## config.mk

```make
export PLATFORM = sky130hd
export DESIGN_NAME = ssp_top
export DESIGN_NICKNAME = d
export VERILOG_FILES = /design/src/inc/ssp_pkg.sv /design/src/design/ssp_top.sv /design/src/design/ssp_prescaler.sv /design/src/design/ssp_axil_slave.sv
export SDC_FILE = /design/constraint.sdc
export NUM_CORES = 1
export LEC_CHECK = 0
export ABC_AREA = 1
export BUFFER_PORTS_ARGS = -buffer_cell sky130_fd_sc_hd__buf_2
export CAP_MARGIN = 5
export CORE_AREA = 8 8 107 148
export CTS_CLUSTER_DIAMETER = 80
export DETAILED_ROUTE_END_ITERATION = 8
export DIE_AREA = 0 0 115 156
export REMOVE_ABC_BUFFERS = 1
export SLEW_MARGIN = 20
export SYNTH_ARGS = -nofsm -noshare
export SYNTH_HDL_FRONTEND = slang
export SYNTH_SLANG_ARGS = --single-unit
```

## constraint.sdc

```tcl
create_clock -name clk -period 4 [get_ports clk]
set_clock_uncertainty 0.1 [all_clocks]
set_input_delay 1 -clock clk [delete_from_list [all_inputs] [get_ports clk]]
set_output_delay 1 -clock clk [all_outputs]
set_load 0.01 [all_outputs]
```

## src/inc/ssp_pkg.sv

```systemverilog
// Constants, types and decode helpers for the synchronous serial shift port.
package ssp_pkg;
   localparam int ADDR_W = 18;
   localparam logic [15:0] IDX_MODE_CLK = 16'hFFA0;
   localparam logic [15:0] IDX_CTRL_STAT = 16'hFFA1;
   localparam logic [15:0] IDX_DATA_UP = 16'hFFA2;
   localparam logic [15:0] IDX_DATA_LO = 16'hFFA3;
   localparam logic [17:0] ADDR_MODE_CLK = {IDX_MODE_CLK, 2'b00};
   localparam logic [17:0] ADDR_CTRL_STAT = {IDX_CTRL_STAT, 2'b00};
   localparam logic [17:0] ADDR_DATA_UP = {IDX_DATA_UP, 2'b00};
   localparam logic [17:0] ADDR_DATA_LO = {IDX_DATA_LO, 2'b00};
   localparam logic [1:0] SEL_MODE_CLK = 2'h0;
   localparam logic [1:0] SEL_CTRL_STAT = 2'h1;
   localparam logic [1:0] SEL_DATA_UP = 2'h2;
   localparam logic [1:0] SEL_DATA_LO = 2'h3;
   localparam int CTRL_MODE_MSB = 7;
   localparam int CTRL_MODE_LSB = 6;
   localparam int CTRL_SRC = 3;
   localparam int CTRL_DIV_MSB = 2;
   localparam int STAT_ONE = 7;
   localparam int STAT_LEVEL = 6;
   localparam int STAT_OVERRUN = 5;
   localparam int STAT_SPARE = 1;
   localparam int STAT_START = 0;
   localparam logic [7:0] CTRL_RST = 8'h00;
   localparam logic [7:0] STAT_RST = 8'h80;
   localparam logic [7:0] DATA_RST = 8'h00;
   localparam logic [1:0] MODE_8BIT = 2'h0;
   localparam logic [1:0] MODE_16BIT = 2'h1;
   localparam logic [1:0] MODE_CONT = 2'h2;
   localparam logic [4:0] LEN_8BIT = 5'h08;
   localparam logic [4:0] LEN_16BIT = 5'h10;
   localparam logic [1:0] RESP_OKAY = 2'h0;
   localparam logic [1:0] RESP_SLVERR = 2'h2;
   localparam int PIN_SCK = 1;
   localparam int PIN_SDI = 0;

   typedef enum logic {XFER_IDLE, XFER_RUN} ssp_xfer_e;

   // Counter bit whose period matches the selected division.
   function automatic logic [3:0] ssp_div_tap(input logic [2:0] sel);
      case (sel)
         3'h0: ssp_div_tap = 4'h9;
         3'h1: ssp_div_tap = 4'h7;
         3'h2: ssp_div_tap = 4'h5;
         3'h3: ssp_div_tap = 4'h4;
         3'h4: ssp_div_tap = 4'h3;
         3'h5: ssp_div_tap = 4'h2;
         3'h6: ssp_div_tap = 4'h1;
         default: ssp_div_tap = 4'h0;
      endcase
   endfunction

   // Returns 1 when the byte address hits one of the four registers.
   function automatic logic ssp_addr_hit(input logic [17:0] addr);
      ssp_addr_hit = (addr == ADDR_MODE_CLK) || (addr == ADDR_CTRL_STAT) ||
                     (addr == ADDR_DATA_UP) || (addr == ADDR_DATA_LO);
   endfunction
endpackage

```

## src/design/ssp_top.sv

```systemverilog
// Synchronous serial shift port with its registers, serial clock and shift engine.
`timescale 1ns/10ps
module ssp_top
   import ssp_pkg::*;
(
   input wire logic clk,
   input wire logic rst_b,
   input wire logic [17:0] s_axi_awaddr,
   input wire logic s_axi_awvalid,
   output logic s_axi_awready,
   input wire logic [31:0] s_axi_wdata,
   input wire logic [3:0] s_axi_wstrb,
   input wire logic s_axi_wvalid,
   output logic s_axi_wready,
   output logic [1:0] s_axi_bresp,
   output logic s_axi_bvalid,
   input wire logic s_axi_bready,
   input wire logic [17:0] s_axi_araddr,
   input wire logic s_axi_arvalid,
   output logic s_axi_arready,
   output logic [31:0] s_axi_rdata,
   output logic [1:0] s_axi_rresp,
   output logic s_axi_rvalid,
   input wire logic s_axi_rready,
   input wire logic sck_in,
   output logic sck_out,
   output logic sck_oe,
   input wire logic serial_data_in_pin,
   output logic serial_data_out_pin,
   output logic serial_data_out_oe,
   output logic xfer_done
);
   logic wr_en;
   logic [1:0] wr_sel;
   logic [7:0] wr_byte;
   logic rd_en;
   logic [1:0] rd_sel;
   logic [7:0] rd_byte;

   logic [7:0] ctrl_reg;
   logic overrun_reg;
   logic overrun_armed_reg;
   logic spare_reg;
   logic [7:0] data_up_reg;
   logic [7:0] data_lo_reg;
   ssp_xfer_e state_reg;
   logic [4:0] bit_cnt_reg;
   logic done_seen_reg;
   logic prev_clk_reg;

   logic [1:0] pin_vec;
   logic [1:0] sync_a_reg;
   logic [1:0] sync_b_reg;
   logic [1:0] sync_c_reg;
   logic [1:0] filt_reg;

   logic [1:0] mode;
   logic src_ext;
   logic mode_xfer;
   logic ctrl_wr;
   logic stat_wr;
   logic up_wr;
   logic lo_wr;
   logic stat_rd;
   logic start_go;
   logic pre_clear;
   logic pre_level;
   logic ser_clk;
   logic clk_fall;
   logic clk_rise;
   logic last_bit;
   logic [4:0] xfer_len;
   logic overrun_set;
   logic overrun_clr;
   logic busy;
   logic [7:0] stat_view;

   ssp_axil_slave u_bus (
      .clk(clk),
      .rst_b(rst_b),
      .s_axi_awaddr(s_axi_awaddr),
      .s_axi_awvalid(s_axi_awvalid),
      .s_axi_awready(s_axi_awready),
      .s_axi_wdata(s_axi_wdata),
      .s_axi_wstrb(s_axi_wstrb),
      .s_axi_wvalid(s_axi_wvalid),
      .s_axi_wready(s_axi_wready),
      .s_axi_bresp(s_axi_bresp),
      .s_axi_bvalid(s_axi_bvalid),
      .s_axi_bready(s_axi_bready),
      .s_axi_araddr(s_axi_araddr),
      .s_axi_arvalid(s_axi_arvalid),
      .s_axi_arready(s_axi_arready),
      .s_axi_rdata(s_axi_rdata),
      .s_axi_rresp(s_axi_rresp),
      .s_axi_rvalid(s_axi_rvalid),
      .s_axi_rready(s_axi_rready),
      .wr_en(wr_en),
      .wr_sel(wr_sel),
      .wr_byte(wr_byte),
      .rd_en(rd_en),
      .rd_sel(rd_sel),
      .rd_byte(rd_byte)
   );

   // Register strobes and control fields.
   assign mode = ctrl_reg[CTRL_MODE_MSB:CTRL_MODE_LSB];
   assign src_ext = ctrl_reg[CTRL_SRC];
   assign mode_xfer = (mode == MODE_8BIT) || (mode == MODE_16BIT);
   assign ctrl_wr = wr_en && (wr_sel == SEL_MODE_CLK);
   assign stat_wr = wr_en && (wr_sel == SEL_CTRL_STAT);
   assign up_wr = wr_en && (wr_sel == SEL_DATA_UP);
   assign lo_wr = wr_en && (wr_sel == SEL_DATA_LO);
   assign stat_rd = rd_en && (rd_sel == SEL_CTRL_STAT);
   assign busy = (state_reg == XFER_RUN);

   // A start is taken only from idle in a transfer mode; a written 0 does nothing.
   assign start_go = stat_wr && wr_byte[STAT_START] && mode_xfer && !busy;

   // The prescaler restarts on each start so the first edge is a falling one.
   assign pre_clear = ctrl_wr || start_go;

   ssp_prescaler u_pre (
      .clk(clk),
      .rst_b(rst_b),
      .clear(pre_clear),
      .div_sel(ctrl_reg[CTRL_DIV_MSB:0]),
      .div_level(pre_level)
   );

   // Pin inputs pass three flops; a level counts once the last two agree.
   assign pin_vec[PIN_SCK] = sck_in;
   assign pin_vec[PIN_SDI] = serial_data_in_pin;

   genvar gi;
   generate
      for (gi = 0; gi < 2; gi = gi + 1) begin : g_pin_sync
         always_ff @(posedge clk) begin
            if (!rst_b) begin
               sync_a_reg[gi] <= 1'b1;
               sync_b_reg[gi] <= 1'b1;
               sync_c_reg[gi] <= 1'b1;
               filt_reg[gi] <= 1'b1;
            end else begin
               sync_a_reg[gi] <= pin_vec[gi];
               sync_b_reg[gi] <= sync_a_reg[gi];
               sync_c_reg[gi] <= sync_b_reg[gi];
               if (sync_b_reg[gi] == sync_c_reg[gi]) begin
                  filt_reg[gi] <= sync_c_reg[gi];
               end
            end
         end
      end
   endgenerate

   // Serial clock source and its edges.
   assign ser_clk = src_ext ? filt_reg[PIN_SCK] : pre_level;
   assign clk_fall = prev_clk_reg && !ser_clk;
   assign clk_rise = !prev_clk_reg && ser_clk;
   assign xfer_len = (mode == MODE_16BIT) ? LEN_16BIT : LEN_8BIT;
   assign last_bit = (bit_cnt_reg + 5'h01) == xfer_len;

   always_ff @(posedge clk) begin
      if (!rst_b) begin
         prev_clk_reg <= 1'b1;
      end else if (start_go && !src_ext) begin
         // The restarted prescaler comes up high, so an old low level must not read as a rise.
         prev_clk_reg <= 1'b1;
      end else begin
         prev_clk_reg <= ser_clk;
      end
   end

   // Control register: all eight bits store, including the two spare ones.
   always_ff @(posedge clk) begin
      if (!rst_b) begin
         ctrl_reg <= CTRL_RST;
      end else if (ctrl_wr) begin
         ctrl_reg <= wr_byte;
      end
   end

   // Transfer state machine.
   always_ff @(posedge clk) begin
      if (!rst_b) begin
         state_reg <= XFER_IDLE;
         bit_cnt_reg <= 5'h00;
      end else if (ctrl_wr) begin
         state_reg <= XFER_IDLE;
         bit_cnt_reg <= 5'h00;
      end else begin
         case (state_reg)
            XFER_IDLE: begin
               if (start_go) begin
                  state_reg <= XFER_RUN;
                  bit_cnt_reg <= 5'h00;
               end
            end
            XFER_RUN: begin
               if (clk_rise) begin
                  bit_cnt_reg <= bit_cnt_reg + 5'h01;
                  if (last_bit) begin
                     state_reg <= XFER_IDLE;
                  end
               end
            end
            default: begin
               state_reg <= XFER_IDLE;
            end
         endcase
      end
   end

   // Completion pulse, one clock long.
   always_ff @(posedge clk) begin
      if (!rst_b) begin
         xfer_done <= 1'b0;
      end else begin
         xfer_done <= busy && clk_rise && last_bit && !ctrl_wr;
      end
   end

   // Shift registers: received bits enter at the MSB of the top byte in 16-bit mode, of the low byte in 8-bit mode.
   always_ff @(posedge clk) begin
      if (!rst_b) begin
         data_up_reg <= DATA_RST;
         data_lo_reg <= DATA_RST;
      end else if (busy && clk_rise && !ctrl_wr) begin
         if (mode == MODE_16BIT) begin
            data_up_reg <= {filt_reg[PIN_SDI], data_up_reg[7:1]};
            data_lo_reg <= {data_up_reg[0], data_lo_reg[7:1]};
         end else begin
            data_lo_reg <= {filt_reg[PIN_SDI], data_lo_reg[7:1]};
         end
      end else begin
         if (up_wr) begin
            data_up_reg <= wr_byte;
         end
         if (lo_wr) begin
            data_lo_reg <= wr_byte;
         end
      end
   end

   // Data output: a written level holds until the first falling edge shifts data.
   always_ff @(posedge clk) begin
      if (!rst_b) begin
         serial_data_out_pin <= 1'b0;
      end else if (busy && clk_fall && !ctrl_wr) begin
         serial_data_out_pin <= data_lo_reg[0];
      end else if (stat_wr) begin
         serial_data_out_pin <= wr_byte[STAT_LEVEL];
      end
      // Otherwise the last shifted bit or written level stays on the pin.
   end

   // Pin drivers follow mode and clock source.
   always_ff @(posedge clk) begin
      if (!rst_b) begin
         serial_data_out_oe <= 1'b1;
         sck_oe <= 1'b1;
         sck_out <= 1'b1;
      end else begin
         serial_data_out_oe <= (mode != MODE_CONT);
         sck_oe <= !src_ext;
         if (src_ext) begin
            sck_out <= 1'b1;
         end else if (mode == MODE_CONT) begin
            sck_out <= pre_level;
         end else if (busy && !start_go) begin
            sck_out <= pre_level;
         end else begin
            sck_out <= 1'b1;
         end
      end
   end

   // Overrun: an external clock pulse after a completed transfer.
   assign overrun_set = src_ext && mode_xfer && !busy && done_seen_reg && clk_fall;
   assign overrun_clr = stat_wr && !wr_byte[STAT_OVERRUN] && overrun_armed_reg;

   always_ff @(posedge clk) begin
      if (!rst_b) begin
         done_seen_reg <= 1'b0;
      end else if (ctrl_wr || start_go) begin
         done_seen_reg <= 1'b0;
      end else if (busy && clk_rise && last_bit) begin
         done_seen_reg <= 1'b1;
      end
   end

   always_ff @(posedge clk) begin
      if (!rst_b) begin
         overrun_reg <= STAT_RST[STAT_OVERRUN];
      end else if (overrun_set) begin
         overrun_reg <= 1'b1;
      end else if (overrun_clr) begin
         overrun_reg <= 1'b0;
      end
   end

   always_ff @(posedge clk) begin
      if (!rst_b) begin
         overrun_armed_reg <= 1'b0;
      end else if (overrun_clr) begin
         overrun_armed_reg <= 1'b0;
      end else if (stat_rd && overrun_reg) begin
         overrun_armed_reg <= 1'b1;
      end
   end

   // Spare status bit stores what is written.
   always_ff @(posedge clk) begin
      if (!rst_b) begin
         spare_reg <= STAT_RST[STAT_SPARE];
      end else if (stat_wr) begin
         spare_reg <= wr_byte[STAT_SPARE];
      end
   end

   // Status view: fixed one on top, fixed zeros in the middle.
   always_comb begin
      stat_view = STAT_RST;
      stat_view[STAT_LEVEL] = serial_data_out_pin;
      stat_view[STAT_OVERRUN] = overrun_reg;
      stat_view[STAT_SPARE] = spare_reg;
      stat_view[STAT_START] = busy;
   end

   always_comb begin
      case (rd_sel)
         SEL_MODE_CLK: rd_byte = ctrl_reg;
         SEL_CTRL_STAT: rd_byte = stat_view;
         SEL_DATA_UP: rd_byte = data_up_reg;
         SEL_DATA_LO: rd_byte = data_lo_reg;
         default: rd_byte = 8'h00;
      endcase
   end
endmodule // ssp_top

```

## src/design/ssp_prescaler.sv

```systemverilog
// Free running prescaler that produces the selected divided serial clock level.
`timescale 1ns/10ps
module ssp_prescaler
   import ssp_pkg::*;
(
   input wire logic clk,
   input wire logic rst_b,
   input wire logic clear,
   input wire logic [2:0] div_sel,
   output logic div_level
);
   logic [9:0] count_reg;

   // Restarting from zero makes the level start high, so a falling edge comes first.
   always_ff @(posedge clk) begin
      if (!rst_b || clear) begin
         count_reg <= 10'h000;
      end else begin
         count_reg <= count_reg + 10'h001;
      end
   end

   assign div_level = ~count_reg[ssp_div_tap(div_sel)];
endmodule // ssp_prescaler

```

## src/design/ssp_axil_slave.sv

```systemverilog
// AXI4-Lite slave front end that turns bus transfers into register strobes.
`timescale 1ns/10ps
module ssp_axil_slave
   import ssp_pkg::*;
(
   input wire logic clk,
   input wire logic rst_b,
   input wire logic [17:0] s_axi_awaddr,
   input wire logic s_axi_awvalid,
   output logic s_axi_awready,
   input wire logic [31:0] s_axi_wdata,
   input wire logic [3:0] s_axi_wstrb,
   input wire logic s_axi_wvalid,
   output logic s_axi_wready,
   output logic [1:0] s_axi_bresp,
   output logic s_axi_bvalid,
   input wire logic s_axi_bready,
   input wire logic [17:0] s_axi_araddr,
   input wire logic s_axi_arvalid,
   output logic s_axi_arready,
   output logic [31:0] s_axi_rdata,
   output logic [1:0] s_axi_rresp,
   output logic s_axi_rvalid,
   input wire logic s_axi_rready,
   output logic wr_en,
   output logic [1:0] wr_sel,
   output logic [7:0] wr_byte,
   output logic rd_en,
   output logic [1:0] rd_sel,
   input wire logic [7:0] rd_byte
);
   logic [17:0] aw_addr_reg;
   logic [17:0] ar_addr_reg;
   logic [7:0] w_byte_reg;
   logic w_lane0_reg;
   logic rd_pend_reg;
   logic wr_go;

   // Both halves captured and no response pending: perform the write now.
   assign wr_go = !s_axi_awready && !s_axi_wready && !s_axi_bvalid;
   assign wr_en = wr_go && ssp_addr_hit(aw_addr_reg) && w_lane0_reg;
   assign wr_sel = aw_addr_reg[3:2];
   assign wr_byte = w_byte_reg;
   assign rd_en = rd_pend_reg && ssp_addr_hit(ar_addr_reg);
   assign rd_sel = ar_addr_reg[3:2];

   always_ff @(posedge clk) begin
      if (!rst_b) begin
         s_axi_awready <= 1'b1;
         s_axi_wready <= 1'b1;
         s_axi_bvalid <= 1'b0;
         s_axi_bresp <= RESP_OKAY;
         aw_addr_reg <= 18'h00000;
         w_byte_reg <= 8'h00;
         w_lane0_reg <= 1'b0;
      end else begin
         if (s_axi_awvalid && s_axi_awready) begin
            aw_addr_reg <= s_axi_awaddr;
            s_axi_awready <= 1'b0;
         end
         if (s_axi_wvalid && s_axi_wready) begin
            w_byte_reg <= s_axi_wdata[7:0];
            w_lane0_reg <= s_axi_wstrb[0];
            s_axi_wready <= 1'b0;
         end
         if (wr_go) begin
            s_axi_bvalid <= 1'b1;
            s_axi_bresp <= ssp_addr_hit(aw_addr_reg) ? RESP_OKAY : RESP_SLVERR;
         end
         if (s_axi_bvalid && s_axi_bready) begin
            s_axi_bvalid <= 1'b0;
            s_axi_awready <= 1'b1;
            s_axi_wready <= 1'b1;
         end
      end
   end

   always_ff @(posedge clk) begin
      if (!rst_b) begin
         s_axi_arready <= 1'b1;
         s_axi_rvalid <= 1'b0;
         s_axi_rresp <= RESP_OKAY;
         s_axi_rdata <= 32'h00000000;
         ar_addr_reg <= 18'h00000;
         rd_pend_reg <= 1'b0;
      end else begin
         if (s_axi_arvalid && s_axi_arready) begin
            ar_addr_reg <= s_axi_araddr;
            s_axi_arready <= 1'b0;
            rd_pend_reg <= 1'b1;
         end
         if (rd_pend_reg) begin
            rd_pend_reg <= 1'b0;
            s_axi_rvalid <= 1'b1;
            if (ssp_addr_hit(ar_addr_reg)) begin
               s_axi_rdata <= {24'h000000, rd_byte};
               s_axi_rresp <= RESP_OKAY;
            end else begin
               s_axi_rdata <= 32'h00000000;
               s_axi_rresp <= RESP_SLVERR;
            end
         end
         if (s_axi_rvalid && s_axi_rready) begin
            s_axi_rvalid <= 1'b0;
            s_axi_arready <= 1'b1;
         end
      end
   end
endmodule // ssp_axil_slave

```

* After elaboration in Yosys (flattened, before gate mapping) *
Index checks and enable logic that the tools add are counted.

operators by class
  divide/modulo/power cells = 0
  bitwise gates (word level) = 3
  shifts and indexed selects = 0
  equality and inequality tests = 29
  add/subtract/negate cells = 2
  reduce and logical (&&, ||, !) cells = 73
  order comparisons = 1
  multiplexer cells = 29
  $mul = 0

operator list
  kind                                                                           number
  18-bit == test (second input constant)                                         8
  8-bit two-way mux                                                              7
  1-bit logical AND                                                              35
  8-bit case mux with 4 select lines                                             1
  4-bit case mux with 7 select lines                                             1
  2-bit OR reduction                                                             8
  5-bit two-way mux                                                              3
  1-bit two-way mux                                                              12
  1-bit logical NOT                                                              11
  10-bit by 1-bit adder with 10-bit output (second input constant)               1
  2-bit == test (second input constant)                                          5
  5-bit case mux with 2 select lines                                             1
  3-bit == test (second input constant)                                          3
  1-bit logical OR                                                               9
  2-bit nonzero test                                                             4
  2-bit by 1-bit == test with 1-bit output (second input constant)               3
  3-bit by 2-bit == test with 1-bit output (second input constant)               2
  2-bit logical NOT                                                              3
  2-bit != test (second input constant)                                          3
  5-bit by 1-bit adder with 5-bit output (second input constant)                 1
  5-bit == test                                                                  1
  4-bit by 5-bit less-than comparator with 1-bit output (second input constant)  1
  1-bit binary-select mux with 4-bit select                                      1
  2-bit two-way mux                                                              2
  7 further kinds                                                                11

word-level totals
  flip-flop bits (word level) = 145
  bits in read-only memories = 0
  bits in latches = 0
  logic and storage cells = 174
  bits in writable memories = 0
  memories = 0
  input bits = 81

* Logic depth before layout (Yosys ltp) *
  depth after elaboration = 14
  depth in mapped cells = 13
  gate-level depth less buffers = 12

* Modules after synthesis *
Synthesis repeated with hierarchy kept, for this count alone.

second synthesis, totals
  cells, all modules = 751
  area total of the unflattened synthesis = 5,347.6 um^2

modules (own cells, without submodules)
  module          times used  area each (um^2)  seq. area each (um^2)  cells each
  ssp_axil_slave  1           2,493.6           1,221.2                335
  ssp_top         1           2,323.5           960.9                  340
  ssp_prescaler   1           530.5             200.2                  76

* Worst setup path before layout *
No wires, ideal clock.

  path type = input -> register
  from = in rst_b
  to = reg u_bus.s_axi_rdata[2]
  setup slack = 2.102 ns
  required time = 3.823 ns
  buffers on the path = 2
  cell stages on the path = 4
  arrival time = 1.721 ns
  library setup time = 0.077 ns
  cells stage by stage = clkbuf_1 clkbuf_1 o21ai_0 o21ai_0

RTL lines
  what                  RTL line              text
  start, declared       ssp_top.sv:7          input wire logic rst_b,
  end signal, assigned  ssp_axil_slave.sv:96  s_axi_rdata <= {24'h000000, rd_byte};
  end, declared         ssp_axil_slave.sv:21  output logic [31:0] s_axi_rdata,

* Worst setup path in the final report *
  from = reg u_bus.s_axi_wready
  to = reg u_pre.count_reg[5]

between the ends
  cells in the longest elaborated chain, start to end = 11

RTL lines
  what                              RTL line              text
  start, declared                   ssp_axil_slave.sv:14  output logic s_axi_wready,
  start signal, assigned            ssp_axil_slave.sv:50  s_axi_wready <= 1'b1;
  start signal, assigned            ssp_axil_slave.sv:64  s_axi_wready <= 1'b0;
  start signal, assigned            ssp_axil_slave.sv:73  s_axi_wready <= 1'b1;
  1-bit logical NOT *               ssp_axil_slave.sv:40  assign wr_go = !s_axi_awready && !s_axi_wready && !s_axi_bvalid;
  1-bit logical AND * (2 in a row)  ssp_axil_slave.sv:40
  1-bit logical AND * (2 in a row)  ssp_axil_slave.sv:41  assign wr_en = wr_go && ssp_addr_hit(aw_addr_reg) && w_lane0_reg;
  1-bit logical AND                 ssp_top.sv:111        assign stat_wr = wr_en && (wr_sel == SEL_CTRL_STAT);
  1-bit logical AND (3 in a row)    ssp_top.sv:118        assign start_go = stat_wr && wr_byte[STAT_START] && mode_xfer && !busy;
  1-bit logical OR *                ssp_top.sv:121        assign pre_clear = ctrl_wr || start_go;
  1-bit logical OR *                ssp_prescaler.sv:16   if (!rst_b || clear) begin
  end signal, assigned              ssp_prescaler.sv:19   count_reg <= count_reg + 10'h001;
  end, declared                     ssp_prescaler.sv:12   logic [9:0] count_reg;

Every way passes the cells marked *; elsewhere a longest branch is shown, timed or not.
A chain may end at the register's enable or synchronous reset.

==> run_results.csv <==
group,metric,value,unit
run_status,outcome,"finished, final reports clean",
min_path,hold_depth,1,
power,power_frac_clock,48.2,%
logic_synthesis,yosysSeqAreaShare,45.0,%
floorplan,die_h,156,µm
clock_network,numCtsBuffers,17,
clock_network,cts_max_path_buffers,2,
logic_synthesis,synthTopCellsByArea,"dfxtp_1 (45%), nor2_1 (8.5%), nand2_1 (7.8%)",
setup_path,reg2reg_slack,1.75,ns
detailed_routing,drc,0,
power,pwr-share-seq,45.0,%
clock_network,cts_sinks,119,
placed_design,globalplace.congestion,0.790,
grt,grt_pass1_vias,4400,
logic_synthesis,syn_avg_cell_area,7.46,µm²
clock_network,cts_hold_buf,0,
timing,clock.fmax,445,MHz
setup_path,crit_path_start_kind,"register",
setup_path,arrival,2.42,ns
grt,grtUsageTotal,14.6,%
final_layout,nFillCells,1447,
setup_path,path_class,"reg -> reg",
logic_synthesis,synth_cell_type_count,41,
placed_design,io_buffer_count,73,
power,p_int,2.12,mW
placed_design,dpl_worst_slack,1.34,ns
timing,slew_viol_final,0,
timing,hold_ws,0.311,ns
min_path,hold_start,"sync_a_reg[1]$_SDFF_PN1_",
logic_synthesis,netlist_instances,709,
logic_synthesis,synth_common_cells,"nor2_1 (120), dfxtp_1 (119), nand2_1 (110)",
power,switching_share,24.9,%
logic_synthesis,synth_flop_cell,"dfxtp_1",
detailed_routing,ant_nets,0,
clock_network,cts_tree,"yes",
timing,rsz0062_at_grt,"false",
power,combPwrFrac,6.8,%
clock_network,worstSkewPairLatency,0.42,ns
grt,grt_max_degree,92,
floorplan,die_w,115,µm
timing,worst_pin_slew,0.823,ns
floorplan,die_area,17900,µm²
setup_path,crit_fanout,12,
power,power_per_cell_area,454,nW/µm²
timing,relSlewSlack,45.1,%
detailed_routing,routed_via_density,4.68,
setup_path,critPathCaptureType,"register",
setup_path,r2r-end,"u_pre.count_reg[5]$_SDFF_PP0_",
floorplan,io_pins,127,
detailed_routing,via_count,4570,
grt,grt_pass1_wl,20900,µm
final_layout,finalNetCount,862,
logic_synthesis,yosysTopAreaCellShare,45.0,%
detailed_routing,drt_iter0_drc,279,
final_layout,syn2layout_area_growth,17.5,%
min_path,whs_endpoint,"sync_b_reg[1]$_SDFF_PN1_",
clock_network,post_cts_buffers,0,
logic_synthesis,synth_most_common_cell,"nor2_1",
setup_path,worst_r2r_path_depth,10,
power,p_switching,0.704,mW
timing,hold_viol,0,
detailed_routing,post_drt_wl_per_cell,13.2,µm
final_layout,layout-drive-gt1-share,17.8,%
floorplan,core_area,13700,µm²
timing,setup_tns,0,ns
setup_path,crit_required,4.17,ns
floorplan,initial_core_util,38.8,%
timing,timing.final.crit_period,2.25,ns
timing,layout_setup_ws,1.75,ns
logic_synthesis,synth_edf_count,0,
placed_design,dp_hpwl,9360,µm
logic_synthesis,netlist_area,5290,µm²
logic_synthesis,ys_warn_count,0,
logic_synthesis,ys_ff_latch,119,
detailed_routing,firstDrtPassIters,5,
job,drv_cap,0,
logic_synthesis,async_flop_share,0,%
min_path,hp-class,"reg -> reg",
placed_design,place_area,5680,µm²
detailed_routing,postRouteWirelength,12900,µm
final_layout,diodes,0,
logic_synthesis,yosysTopAreaCell,"dfxtp_1",
timing,setup_viol,0,
power,leakagePower,2.77,nW
grt,antenna_found_initial,0,
clock_network,htreeDepth,4,
floorplan,row_count,51,
power,ir_drop,0.000183,V
clock_network,path_clk_slew,0.05,ns
grt,overflow,0,
clock_network,cts_root_buf,"clkbuf_16",
timing,finalCritPeriodShare,56.2,%
setup_path,timing.rr.start,"u_bus.s_axi_wready$_SDFFE_PP1P_",
clock_network,cts-resized-gates,0,
final_layout,fin_area,6220,µm²
[layout make-up]
type                       count  area (µm²)  area share, %
tap                          185         231           3.72
clock buffer                  21         460           7.41
multi-input combinational    501        2450           39.4
sequential                   119        2380           38.3
inverter                      65         244           3.92
timing repair buffer          74         373           6.00
clock inverter                11        77.6           1.25
[stage by stage]
| stage | total power, mW | utilization [%] | instances |
|---|---|---|---|
| 2_1_floorplan | 1.41 | - | 685 |
| 6_report | 2.83 | 45.5 | 976 |
| 5_1_grt | 2.94 | 45.5 | 976 |
| 4_1_cts | 2.85 | 45.5 | 976 |
| 3_3_place_gp | 1.49 | 41.6 | 944 |
| 3_5_place_dp | 1.49 | 41.6 | 944 |
[cells in the final DEF, fill, tap and decap left out, types with 3 or more instances in the layout]
cell / instances
o21a_1: 3
ha_1: 3
nand2_2: 4
conb_1: 26
a21oi_1: 32
o21ai_0: 77
a22oi_1: 3
dfxtp_1: 119
xor2_1: 3
nor3_1: 9
o211ai_1: 3
a221oi_1: 3
inv_1: 58
nor2_1: 120
buf_2: 73
nand3_1: 59
nor2_4: 5
a211oi_1: 4
clkbuf_16: 17
clkinvlp_4: 6
nand2_1: 110
clkinv_2: 3
inv_2: 6
nor3b_1: 4
nand3_2: 5
or2_2: 9
[per-layer routing]
metal  routed length, µm  global-route usage [%]  vias to the layer above
met1                5440                    16.2                     2058
met4                 125                    4.84                        0
li1                    -                       -                     2396
met5                   0                       0                        -
met2                6430                    25.2                      106
met3                 864                    5.23                       10
[kinds of logic (layout without fill, tap and decap cells)]
| kind of cell | after synthesis | in the layout | synth area share [%] |
|---|---|---|---|
| and+or+nand+nor | 335 | 335 | 29.0 |
| AOI/OAI and AO/OA | 131 | 131 | 13.6 |
| DFF | 119 | 119 | 45.0 |
| buffers and inverters | 114 | 171 | 10.5 |
| xor gates and xnor gates | 5 | 5 | 0.828 |
| adders and majority gates | 3 | 3 | 0.709 |
| other | 1 | 26 | 0.0709 |
| muxes | 1 | 1 | 0.213 |
[worst max path at each step]
stage                                      startpoint                                 end  cells past startpoint
floorplan                               s_axi_awvalid  u_bus.aw_addr_reg[10]$_SDFFE_PN0P_                      4
global placement                                rst_b       u_pre.count_reg[3]$_SDFF_PP0_                      5
detailed placement                              rst_b       u_pre.count_reg[3]$_SDFF_PP0_                      5
CTS                   u_bus.s_axi_wready$_SDFFE_PP1P_       u_pre.count_reg[3]$_SDFF_PP0_                     10
global route        u_bus.aw_addr_reg[8]$_SDFFE_PN0P_       u_pre.count_reg[4]$_SDFF_PP0_                     10
finish                u_bus.s_axi_wready$_SDFFE_PP1P_       u_pre.count_reg[5]$_SDFF_PP0_                     10
[power groups by stage]
| stage | logic, mW | registers, mW | clock network [mW] |
|---|---|---|---|
| CTS | 0.193 | 1.27 | 1.39 |
| finish | 0.192 | 1.27 | 1.36 |
| global placement | 0.191 | 1.30 | 0 |
| global route | 0.221 | 1.28 | 1.45 |
| detailed placement | 0.192 | 1.30 | 0 |
| floorplan | 0.117 | 1.29 | 0 |
[critical path: stages, from the launching register on]
cell	delay [ns]
dfxtp_1	0.34
inv_2	0.07
nand2_2	0.06
nor2_4	0.12
nand3_2	0.10
nor2_4	0.19
nand3_2	0.12
nor2_4	0.33
nor2_1	0.20
nand2_1	0.38
nor3_1	0.08
Note: power is estimated with default switching activity, not from simulation.
